--- src/hdl/tfo_pkg.sv ---
// tfo_pkg: constants and carrier types for the timer compare-output and flag block.
// assumes a 32-bit AXI4-Lite register bus and an external 8-bit counter core.
package tfo_pkg;

  // ==========================================================================
  // register map (byte addresses)
  localparam logic [7:0] TFO_OFS_CTRL  = 8'h00;
  localparam logic [7:0] TFO_OFS_CMP   = 8'h04;
  localparam logic [7:0] TFO_OFS_IEN   = 8'h08;
  localparam logic [7:0] TFO_OFS_FLAGS = 8'h0c;
  localparam logic [7:0] TFO_OFS_STAT  = 8'h10;

  // ==========================================================================
  // field positions
  localparam int TFO_CTRL_WGM_LSB = 0;
  localparam int TFO_CTRL_COM_LSB = 4;
  localparam int TFO_BIT_OVF = 0;
  localparam int TFO_BIT_CMP = 1;
  localparam int TFO_STAT_PIN = 0;
  localparam int TFO_STAT_OE = 1;
  localparam int TFO_STAT_IRQ = 2;

  // ==========================================================================
  // reset values
  localparam logic [1:0] TFO_WGM_RST = 2'h0;
  localparam logic [1:0] TFO_COM_RST = 2'h0;
  localparam logic [7:0] TFO_CMP_RST = 8'h00;
  localparam logic [1:0] TFO_IEN_RST = 2'h0;
  localparam logic TFO_FLAG_RST = 1'b0;

  // ==========================================================================
  // waveform and compare-output encodings
  localparam logic [1:0] TFO_WGM_NORMAL = 2'h0;
  localparam logic [1:0] TFO_WGM_PHASE = 2'h1;
  localparam logic [1:0] TFO_WGM_CTC = 2'h2;
  localparam logic [1:0] TFO_WGM_FAST = 2'h3;
  localparam logic [1:0] TFO_COM_OFF = 2'h0;
  localparam logic [1:0] TFO_COM_TOGGLE = 2'h1;
  localparam logic [1:0] TFO_COM_CLEAR = 2'h2;
  localparam logic [1:0] TFO_COM_SET = 2'h3;
  localparam logic [7:0] TFO_PWM_TOP = 8'hff;

  // ==========================================================================
  // bus responses
  localparam logic [1:0] TFO_RESP_OKAY = 2'h0;
  localparam logic [1:0] TFO_RESP_DECERR = 2'h3;

  typedef struct packed {
    logic [1:0] compare_output_mode;
    logic [1:0] waveform_mode_select;
  } tfo_ctrl_t;

  // counter core status, all synchronous to ref_clk
  typedef struct packed {
    logic [7:0] value;
    logic tick;
    logic down;
    logic at_top;
    logic at_bottom;
    logic wrap;
  } tfo_cnt_t;

endpackage : tfo_pkg

--- src/hdl/tfo_flag_cell.sv ---
// tfo_flag_cell: one sticky interrupt flag with hardware set and two clear paths.
// assumes all inputs are one-cycle pulses synchronous to ref_clk.
`timescale 1ns/1ps
module tfo_flag_cell #(
  parameter logic RESET_VAL = 1'b0
) (
  input wire logic ref_clk,
  input wire logic rst,
  input wire logic set_evt,
  input wire logic sw_clr,
  input wire logic vec_clr,
  output logic flag_q
);

  logic flag_d;

  // set wins so an event landing on a clear is never lost
  assign flag_d = set_evt | (flag_q & ~sw_clr & ~vec_clr);

  always_ff @(posedge ref_clk) begin
    if (rst) begin
      flag_q <= RESET_VAL;
    end else begin
      flag_q <= flag_d;
    end
  end

endmodule : tfo_flag_cell

--- src/hdl/tfo_timer_out.sv ---
// tfo_timer_out: compare-output waveform, overflow/compare flags and AXI4-Lite registers.
// assumes an external counter core drives cnt with one-cycle event pulses,
// and the cpu drives the global enable and vector-taken pulses.
`timescale 1ns/1ps

module tfo_timer_out
  import tfo_pkg::*;
(
  input wire logic ref_clk,
  input wire logic rst,
  input wire tfo_cnt_t cnt,
  input wire logic global_irq_enable,
  input wire logic ovf_vector_taken,
  input wire logic cmp_vector_taken,
  output logic compare_output_pin,
  output logic compare_output_oe,
  output logic ovf_irq_req,
  output logic cmp_irq_req,
  output logic irq,
  input wire logic [7:0] s_axi_awaddr,
  input wire logic [2:0] s_axi_awprot,
  input wire logic s_axi_awvalid,
  output logic s_axi_awready,
  input wire logic [31:0] s_axi_wdata,
  input wire logic [3:0] s_axi_wstrb,
  input wire logic s_axi_wvalid,
  output logic s_axi_wready,
  output logic [1:0] s_axi_bresp,
  output logic s_axi_bvalid,
  input wire logic s_axi_bready,
  input wire logic [7:0] s_axi_araddr,
  input wire logic [2:0] s_axi_arprot,
  input wire logic s_axi_arvalid,
  output logic s_axi_arready,
  output logic [31:0] s_axi_rdata,
  output logic [1:0] s_axi_rresp,
  output logic s_axi_rvalid,
  input wire logic s_axi_rready
);

  // ==========================================================================
  // register state
  tfo_ctrl_t ctrl_q;
  logic [7:0] compare_value_reg_q;
  logic overflow_irq_enable_q;
  logic compare_irq_enable_q;
  logic overflow_flag;
  logic compare_match_flag;

  // ==========================================================================
  // write channel: address and data are taken in either order
  logic aw_held_q;
  logic w_held_q;
  logic [7:0] wr_addr_q;
  logic [31:0] wr_data_q;
  logic [3:0] wr_strb_q;
  logic aw_fire;
  logic w_fire;
  logic wr_do;
  logic wr_lane0;
  logic wr_hit_ctrl;
  logic wr_hit_cmp;
  logic wr_hit_ien;
  logic wr_hit_flags;
  logic wr_mapped;

  assign aw_fire = s_axi_awvalid & s_axi_awready;
  assign w_fire = s_axi_wvalid & s_axi_wready;
  assign wr_do = aw_held_q & w_held_q & ~s_axi_bvalid;
  assign wr_lane0 = wr_do & wr_strb_q[0];
  assign wr_hit_ctrl = wr_addr_q == TFO_OFS_CTRL;
  assign wr_hit_cmp = wr_addr_q == TFO_OFS_CMP;
  assign wr_hit_ien = wr_addr_q == TFO_OFS_IEN;
  assign wr_hit_flags = wr_addr_q == TFO_OFS_FLAGS;
  assign wr_mapped = wr_hit_ctrl | wr_hit_cmp | wr_hit_ien | wr_hit_flags
                     | (wr_addr_q == TFO_OFS_STAT);

  always_ff @(posedge ref_clk) begin
    if (rst) begin
      aw_held_q <= 1'b0;
      w_held_q <= 1'b0;
      wr_addr_q <= 8'h00;
      wr_data_q <= 32'h0000_0000;
      wr_strb_q <= 4'h0;
      s_axi_awready <= 1'b0;
      s_axi_wready <= 1'b0;
      s_axi_bvalid <= 1'b0;
      s_axi_bresp <= TFO_RESP_OKAY;
    end else begin
      if (aw_fire) begin
        aw_held_q <= 1'b1;
        wr_addr_q <= s_axi_awaddr;
      end
      if (w_fire) begin
        w_held_q <= 1'b1;
        wr_data_q <= s_axi_wdata;
        wr_strb_q <= s_axi_wstrb;
      end
      s_axi_awready <= ~aw_held_q & ~aw_fire;
      s_axi_wready <= ~w_held_q & ~w_fire;
      if (wr_do) begin
        s_axi_bvalid <= 1'b1;
        s_axi_bresp <= wr_mapped ? TFO_RESP_OKAY : TFO_RESP_DECERR;
        aw_held_q <= 1'b0;
        w_held_q <= 1'b0;
        s_axi_awready <= 1'b0;
        s_axi_wready <= 1'b0;
      end else if (s_axi_bvalid) begin
        s_axi_awready <= 1'b0;
        s_axi_wready <= 1'b0;
        if (s_axi_bready) begin
          s_axi_bvalid <= 1'b0;
        end
      end
    end
  end

  // ==========================================================================
  // software-written registers
  always_ff @(posedge ref_clk) begin
    if (rst) begin
      ctrl_q.compare_output_mode <= TFO_COM_RST;
      ctrl_q.waveform_mode_select <= TFO_WGM_RST;
      compare_value_reg_q <= TFO_CMP_RST;
      overflow_irq_enable_q <= TFO_IEN_RST[TFO_BIT_OVF];
      compare_irq_enable_q <= TFO_IEN_RST[TFO_BIT_CMP];
    end else if (wr_lane0) begin
      if (wr_hit_ctrl) begin
        ctrl_q.compare_output_mode <= wr_data_q[TFO_CTRL_COM_LSB +: 2];
        ctrl_q.waveform_mode_select <= wr_data_q[TFO_CTRL_WGM_LSB +: 2];
      end
      if (wr_hit_cmp) begin
        compare_value_reg_q <= wr_data_q[7:0];
      end
      if (wr_hit_ien) begin
        overflow_irq_enable_q <= wr_data_q[TFO_BIT_OVF];
        compare_irq_enable_q <= wr_data_q[TFO_BIT_CMP];
      end
    end
  end

  // ==========================================================================
  // compare-output waveform
  logic [1:0] com;
  logic mode_phase;
  logic mode_fast;
  logic mode_pwm;
  logic cmp_match;
  logic top_special;
  logic pin_connected;
  logic pin_act;
  logic pin_val;
  logic pin_d;

  assign com = ctrl_q.compare_output_mode;
  assign mode_phase = ctrl_q.waveform_mode_select == TFO_WGM_PHASE;
  assign mode_fast = ctrl_q.waveform_mode_select == TFO_WGM_FAST;
  assign mode_pwm = mode_phase | mode_fast;
  assign cmp_match = cnt.tick & (cnt.value == compare_value_reg_q);
  // match suppressed; action moved to top
  assign top_special = mode_pwm & com[1] & (compare_value_reg_q == TFO_PWM_TOP);
  // reserved pwm code leaves the pin disconnected, like code 00
  assign pin_connected = mode_pwm ? com[1] : (com != TFO_COM_OFF);

  always_comb begin
    pin_act = 1'b0;
    pin_val = compare_output_pin;
    if (!mode_pwm) begin
      pin_act = cmp_match;
      case (com)
        TFO_COM_TOGGLE: pin_val = ~compare_output_pin;
        TFO_COM_CLEAR: pin_val = 1'b0;
        TFO_COM_SET: pin_val = 1'b1;
        default: pin_act = 1'b0;
      endcase
    end else if (com[1]) begin
      if (top_special) begin
        pin_act = cnt.at_top;
        pin_val = ~com[0];
      end else if (mode_fast) begin
        // a match at bottom wins so compare value zero holds the pin at the match level
        pin_act = cmp_match | cnt.at_bottom;
        pin_val = cmp_match ? com[0] : ~com[0];
      end else begin
        pin_act = cmp_match;
        pin_val = cnt.down ? ~com[0] : com[0];
      end
    end
  end

  assign pin_d = (pin_connected & pin_act) ? pin_val : compare_output_pin;

  always_ff @(posedge ref_clk) begin
    if (rst) begin
      compare_output_pin <= 1'b0;
      compare_output_oe <= 1'b0;
    end else begin
      compare_output_pin <= pin_d;
      compare_output_oe <= pin_connected;
    end
  end

  // ==========================================================================
  // flags and interrupt requests
  logic ovf_evt;
  logic clr_ovf_sw;
  logic clr_cmp_sw;

  // phase-correct overflow marks the turn at bottom, not a wrap
  assign ovf_evt = mode_phase ? cnt.at_bottom : cnt.wrap;
  assign clr_ovf_sw = wr_lane0 & wr_hit_flags & wr_data_q[TFO_BIT_OVF];
  assign clr_cmp_sw = wr_lane0 & wr_hit_flags & wr_data_q[TFO_BIT_CMP];

  tfo_flag_cell #(
    .RESET_VAL(TFO_FLAG_RST)
  ) u_ovf_flag (
    .ref_clk(ref_clk),
    .rst(rst),
    .set_evt(ovf_evt),
    .sw_clr(clr_ovf_sw),
    .vec_clr(ovf_vector_taken),
    .flag_q(overflow_flag)
  );

  tfo_flag_cell #(
    .RESET_VAL(TFO_FLAG_RST)
  ) u_cmp_flag (
    .ref_clk(ref_clk),
    .rst(rst),
    .set_evt(cmp_match),
    .sw_clr(clr_cmp_sw),
    .vec_clr(cmp_vector_taken),
    .flag_q(compare_match_flag)
  );

  logic ovf_req_d;
  logic cmp_req_d;

  assign ovf_req_d = global_irq_enable & overflow_irq_enable_q & overflow_flag;
  assign cmp_req_d = global_irq_enable & compare_irq_enable_q & compare_match_flag;

  always_ff @(posedge ref_clk) begin
    if (rst) begin
      ovf_irq_req <= 1'b0;
      cmp_irq_req <= 1'b0;
      irq <= 1'b0;
    end else begin
      ovf_irq_req <= ovf_req_d;
      cmp_irq_req <= cmp_req_d;
      irq <= ovf_req_d | cmp_req_d;
    end
  end

  // ==========================================================================
  // read channel: one read at a time, answer one cycle after acceptance
  logic ar_fire;
  logic [31:0] rd_mux;
  logic [31:0] rd_ctrl;
  logic [31:0] rd_ien;
  logic [31:0] rd_flags;
  logic [31:0] rd_stat;
  logic rd_mapped;

  assign ar_fire = s_axi_arvalid & s_axi_arready;
  assign rd_ctrl = {26'h0, com, 2'h0, ctrl_q.waveform_mode_select};
  assign rd_ien = {30'h0, compare_irq_enable_q, overflow_irq_enable_q};
  assign rd_flags = {30'h0, compare_match_flag, overflow_flag};
  assign rd_stat = {29'h0, irq, compare_output_oe, compare_output_pin};
  assign rd_mapped = (s_axi_araddr == TFO_OFS_CTRL) | (s_axi_araddr == TFO_OFS_CMP)
                     | (s_axi_araddr == TFO_OFS_IEN) | (s_axi_araddr == TFO_OFS_FLAGS)
                     | (s_axi_araddr == TFO_OFS_STAT);
  assign rd_mux = (s_axi_araddr == TFO_OFS_CTRL) ? rd_ctrl :
                  (s_axi_araddr == TFO_OFS_CMP) ? {24'h0, compare_value_reg_q} :
                  (s_axi_araddr == TFO_OFS_IEN) ? rd_ien :
                  (s_axi_araddr == TFO_OFS_FLAGS) ? rd_flags :
                  (s_axi_araddr == TFO_OFS_STAT) ? rd_stat : 32'h0000_0000;

  always_ff @(posedge ref_clk) begin
    if (rst) begin
      s_axi_arready <= 1'b0;
      s_axi_rvalid <= 1'b0;
      s_axi_rdata <= 32'h0000_0000;
      s_axi_rresp <= TFO_RESP_OKAY;
    end else if (ar_fire) begin
      s_axi_arready <= 1'b0;
      s_axi_rvalid <= 1'b1;
      s_axi_rdata <= rd_mux;
      s_axi_rresp <= rd_mapped ? TFO_RESP_OKAY : TFO_RESP_DECERR;
    end else if (s_axi_rvalid) begin
      if (s_axi_rready) begin
        s_axi_rvalid <= 1'b0;
      end
    end else begin
      s_axi_arready <= 1'b1;
    end
  end

endmodule : tfo_timer_out

--- config.mk ---
export PLATFORM = sky130hd
export DESIGN_NAME = tfo_timer_out
export DESIGN_NICKNAME = d
export VERILOG_FILES = /design/src/hdl/tfo_pkg.sv /design/src/hdl/tfo_flag_cell.sv /design/src/hdl/tfo_timer_out.sv
export SDC_FILE = /design/constraint.sdc
export NUM_CORES = 1
export LEC_CHECK = 0
export BUFFER_PORTS_ARGS = -buffer_cell sky130_fd_sc_hd__buf_4
export CORE_ASPECT_RATIO = 1.5
export CORE_MARGIN = 2
export CORE_UTILIZATION = 41
export DETAILED_ROUTE_END_ITERATION = 10
export PLACE_DENSITY_LB_ADDON = 0.25
export SYNTH_ARGS = -nofsm -noshare
export SYNTH_HDL_FRONTEND = slang
export SYNTH_SLANG_ARGS = --single-unit
export TNS_END_PERCENT = 100
--- constraint.sdc ---
create_clock -name ref_clk -period 1.7 [get_ports ref_clk]
set_input_delay 0.17 -clock ref_clk [delete_from_list [all_inputs] [get_ports ref_clk]]
set_output_delay 0.17 -clock ref_clk [all_outputs]
set_load 0.03 [all_outputs]
* After elaboration in Yosys (flattened, before gate mapping)
Cells that the tools add are included.
Cells by class: equality and inequality tests 16, multiplexer cells 27, bitwise operators 47, reduce and logical (&&, ||, !) cells 12
Operators with widths (count):
- 8-bit by 4-bit equality test with 1-bit output, second input constant | 4
- 1-bit AND | 23
- 1-bit two-way mux | 19
- 8-bit by 3-bit equality test with 1-bit output, second input constant | 2
- 8-bit by 5-bit equality test with 1-bit output, second input constant | 2
- 8-bit zero test | 2
- 8-bit two-way mux | 2
- 1-bit bitwise OR | 13
- 1-bit NOT | 11
- 3-bit two-way mux | 3
- 8-bit equality test | 1
- 8-bit equality test, second input constant | 1
- 2-bit equality test, second input constant | 3
- 2-bit AND reduction | 3
- 3-bit OR reduction | 2
- 2-bit by 1-bit equality test with 1-bit output, second input constant | 2
- 2-bit two-way mux | 2
- 4-bit nonzero test | 1
- 2-bit OR reduction | 2
- 1-bit case mux with 3 select lines | 1
- 3-bit AND reduction | 1
- 2-bit inequality test, second input constant | 1
- 2-bit nonzero test | 1
Storage, ports and cells: bits in registers 81, bits of input ports 81, output and inout bits 46, word-level logic and storage cells 127

* Depth between registers and ports, before layout
depth after elaboration 9, depth in mapped cells 7, mapped depth without buffers 6

* Hierarchy
Synthesis repeated with hierarchy kept, for this count alone.
Unflattened totals: cells, all modules 318, area total of the unflattened synthesis 2556.2 sq um
By module, submodules not included:
- tfo_timer_out | times used 1, cells each 310, area each 2481.1 sq um, sequential area each 1061.0 sq um
- tfo_flag_cell | times used 2, cells each 4, area each 37.5 sq um, sequential area each 20.0 sq um

* Worst setup path before layout
OpenSTA, ideal clock, no wires.
path kind register to register, start point reg wr_addr_q[5], end point reg compare_value_reg_q[2], setup time 0.128 ns, data arrival time 1.676 ns, required time 1.572 ns, setup slack -0.103 ns, cell stages (with the launch flop) 8, buffers on the path 1, period minus slack after synthesis 1.803 ns, cell sequence dfxtp_1 -> or4_4 -> nor4_4 -> and2_4 -> nand2b_2 -> buf_6 -> mux2i_1 -> nor2_1
On the way: word-level cells in the longest chain between the ends 2
Ends and longest elaborated chain:
- from (decl) | line tfo_timer_out.sv:54 | logic [7:0] wr_addr_q;
- from (signal assigned) | line tfo_timer_out.sv:92 | wr_addr_q <= s_axi_awaddr;
- 8-bit by 3-bit equality test with 1-bit output | line tfo_timer_out.sv:72 | assign wr_hit_cmp = wr_addr_q == TFO_OFS_CMP;
- 2-bit AND reduction (no line)
- to (signal assigned) | line tfo_timer_out.sv:133 | compare_value_reg_q <= wr_data_q[7:0];
- to (decl) | line tfo_timer_out.sv:44 | logic [7:0] compare_value_reg_q;
Every way passes these cells. A chain may end at the register's enable or synchronous reset.

* Worst setup path in the final report
start point reg wr_addr_q[5], end point reg compare_value_reg_q[3]
The elaborated chain is that of the path after synthesis.

==> results by group <==
Outcome
  • Outcome: complete, but fails checks
  • Failing checks: negative setup slack

Floorplanning
  • Initial Utilization: 0.4197
  • Core area: 6043 sq um
  • Die Width: between 60 and 70 microns
  • Die area: 6844 sq um
  • Rows: 35
  • Die Ht: 100.3 microns
  • Io pins: 127

Drt
  • First DRT Iteration DRCs: 80
  • Routed Antenna Nets: 0
  • Pre-antenna DRT Iters: 4
  • DR vias: between 2k and 2.5k
  • Drt via density: 4.898
  • WL/cell: 12.33 microns
  • DRC: 0
  • DRT Wirelength: 5573 microns

Timing
  • Setup violations, final: 5
  • Max Clock Freq: about 600 MHz
  • Clk_skew: between 0.006 and 0.007 ns
  • Final Hold Viols: 0
  • Setup TNS Final: -0.03202 ns
  • Slew Viols, Final: 0
  • RSZ-0062 raised after global routing: yes
  • Final min period: 1.714 ns
  • Fin crit share: 1.008
  • Min Hold Slack: 0.09581 ns
  • Setup ws final: -0.01441 ns

Layout
  • Most frequent cells in the layout: 86 x buf_4, 52 x dfxtp_1, 44 x nand2_1, 33 x nor2_1, 27 x a21oi_1
  • Synth-to-layout area growth: 29.75%
  • Layout Cells excl Fill: about 450
  • Fin area: approximately 3300 sq um
  • Fillers: 601
  • Leading cell type in the layout, fill and taps excluded: buf_4
  • Ant. Diodes: 0
  • Layout cells sized above 1: 0.3042
  • Post-layout nets: approximately 460
  • Final Core Density: 0.5445

Setup path
  • Worst stage delay on the critical path: 0.55 ns
  • Crit path max fanout: 8
  • Crit start category: register
  • Critical-path cell list: or4_4 -> nor4_4 -> and2_4 -> nand2b_4 -> mux2i_1 -> nor2_1
  • Crit. End Element: register
  • Critical Path RT: 1.89 ns
  • Worst path slowest cell: or4_4
  • Worst path arrival time: 1.91 ns
  • Critical path type: register to register

Synthesis
  • Leading area contributor after synthesis: dfxtp_1
  • Synth top area share: 0.4341
  • Synth area leaders: dfxtp_1 43%, buf_4 7.7%, nand2_1 6.7%, mux2i_1 5.9%, a21oi_1 5.3%
  • Average size of a mapped cell: about 8.5 sq um
  • Synth cell types: 42
  • Yosys Warn Count: 0
  • Post-Synthesis Cells: 299
  • Synth Cell Area: 2536 sq um
  • Register bit total from synthesis: 55
  • Sequential share of the synthesized area: 0.4341
  • Post-synth EDFFs: 0
  • Ys flop type: dfxtp_1
  • Async set-reset flop share out of synthesis: 0

Pwr
  • Clock share of power: 0.344
  • Pint: 1.940 mW
  • Register share of total power: 0.522
  • Leakage: between 1 and 1.5 nW
  • Net Sw Frac: 0.2520
  • Combinational share of power: 0.134
  • Switch Pwr: between 0.6 and 0.7 mW
  • Power per cell area: 788.0 nW/um^2
  • VDD IR-drop max: 0.6114 mV
  • Tot Pwr: 2.593 mW

Global routing
  • Largest net degree at the start of global routing: 34
  • Gr usage total: 0.1658
  • Overflow after GRT: 0
  • Vias in the first global route: 1,958
  • Initial antenna violation count: 0
  • First-pass GRT wire length: a little under 9000 microns

Place
  • Dpl hpwl: 4323 microns
  • Pre-CTS WS: -0.1663 ns
  • Placer Congestion: about 0.82
  • Dpl cells: approximately 440
  • Port Buf Inserts: 69
  • Post-place instance area: 3094 sq um

Clocking
  • Worst skew pair latency: 0.31 ns
  • Hold buffers post-CTS: 0
  • Clock transition at path regs: 0.10 ns
  • Clk root buf: clkbuf_8
  • CTS tree: yes
  • Sink Count: 55
  • H-tree levels: 2
  • Maximum buffer depth of the clock tree: 2
  • Inserted Clock Buffers: 5

Run
  • Max-Cap Viols: 0

Min path
  • Class of the worst hold path: primary input to register
## per-layer routing
metal / track usage / vias up / routed length, microns
met3: 0.03027 / 9 / 308
met5: 0 / - / 0
met1: 0.1825 / 1010 / 2125
met2: 0.3025 / 70 / 3043
met4: 0.06462 / 0 / 95
li1: - / 1125 / -
## cells by family (layout without fill, tap and decap cells)
kind of cell              count (synthesis)  count (layout)  synth area share
AOI/OAI and AO/OA                        53              53            0.1258
xor gates and xnor gates                  8               8           0.02763
buffers and inverters                    40              96            0.1006
DFF                                      55              55            0.4341
muxes                                    18              18           0.07252
other                                     1              24          0.001479
and+or+nand+nor                         124             124            0.2378
## area by class of cell
class / count / area [sq um] / share of cell area
clock buffer: 6 / 82.58 / 0.02510
multi-input combinational: 227 / 1315 / 0.3996
clock inverter: 2 / 35.03 / 0.01065
tap: 74 / 92.59 / 0.02814
inverter: 1 / 3.754 / 0.001141
timing repair buffer: 87 / 656.9 / 0.1996
sequential: 55 / 1105 / 0.3357
## path summary, 6_finish.rpt
path	from	endpoint	slack [ns]	cells past startpoint
max reg2reg	wr_addr_q[5]	compare_value_reg_q[3]	-0.01	6
max	wr_addr_q[5]	compare_value_reg_q[3]	-0.01	6
min reg2reg	wr_addr_q[6]	wr_addr_q[6]	0.46	2
min	s_axi_awaddr[5]	wr_addr_q[5]	0.1	3
## critical path, delay by kind of cell, from the launching register on
family           cells  cell delay (ns)
AND/OR/NAND/NOR      5             1.09
flip-flops           1             0.33
multiplexers         1             0.18
## power groups by stage
stage	logic [mW]	clock network (mW)	registers, mW
6_report	0.348	0.891	1.35
5_1_grt	0.381	0.966	1.36
4_1_cts	0.350	0.910	1.35
3_5_place_dp	0.347	0	1.38
3_3_place_gp	0.343	0	1.38
2_1_floorplan	0.242	0	1.40
## cell usage after synthesis, drive strengths merged, types with 4 or more instances
cell type  instances
dfxtp             55
nand2             45
nor2              34
a21oi             27
buf               27
mux2i             15
clkbuf            12
o21ai              8
a22oi              7
xor2               7
and2               6
nand2b             6
nand3b             6
nand3              5
nor4               5
nor3               4
## flip-flops by register name, indices dropped and copies added (netlist names), 2 cells and up
signal and cells:
com 2, compare_value_reg_q 8, wr_addr_q 8, s_axi_rdata 8
wr_data_q 8, ctrl_q 2
## what timing repair did
item,in CTS,in global routing
buffers inserted,1,2
pin swaps,3,10
resized for setup,6,9
endpoints found under the setup margin,14,17
Note: power is estimated with default switching activity, not from simulation.
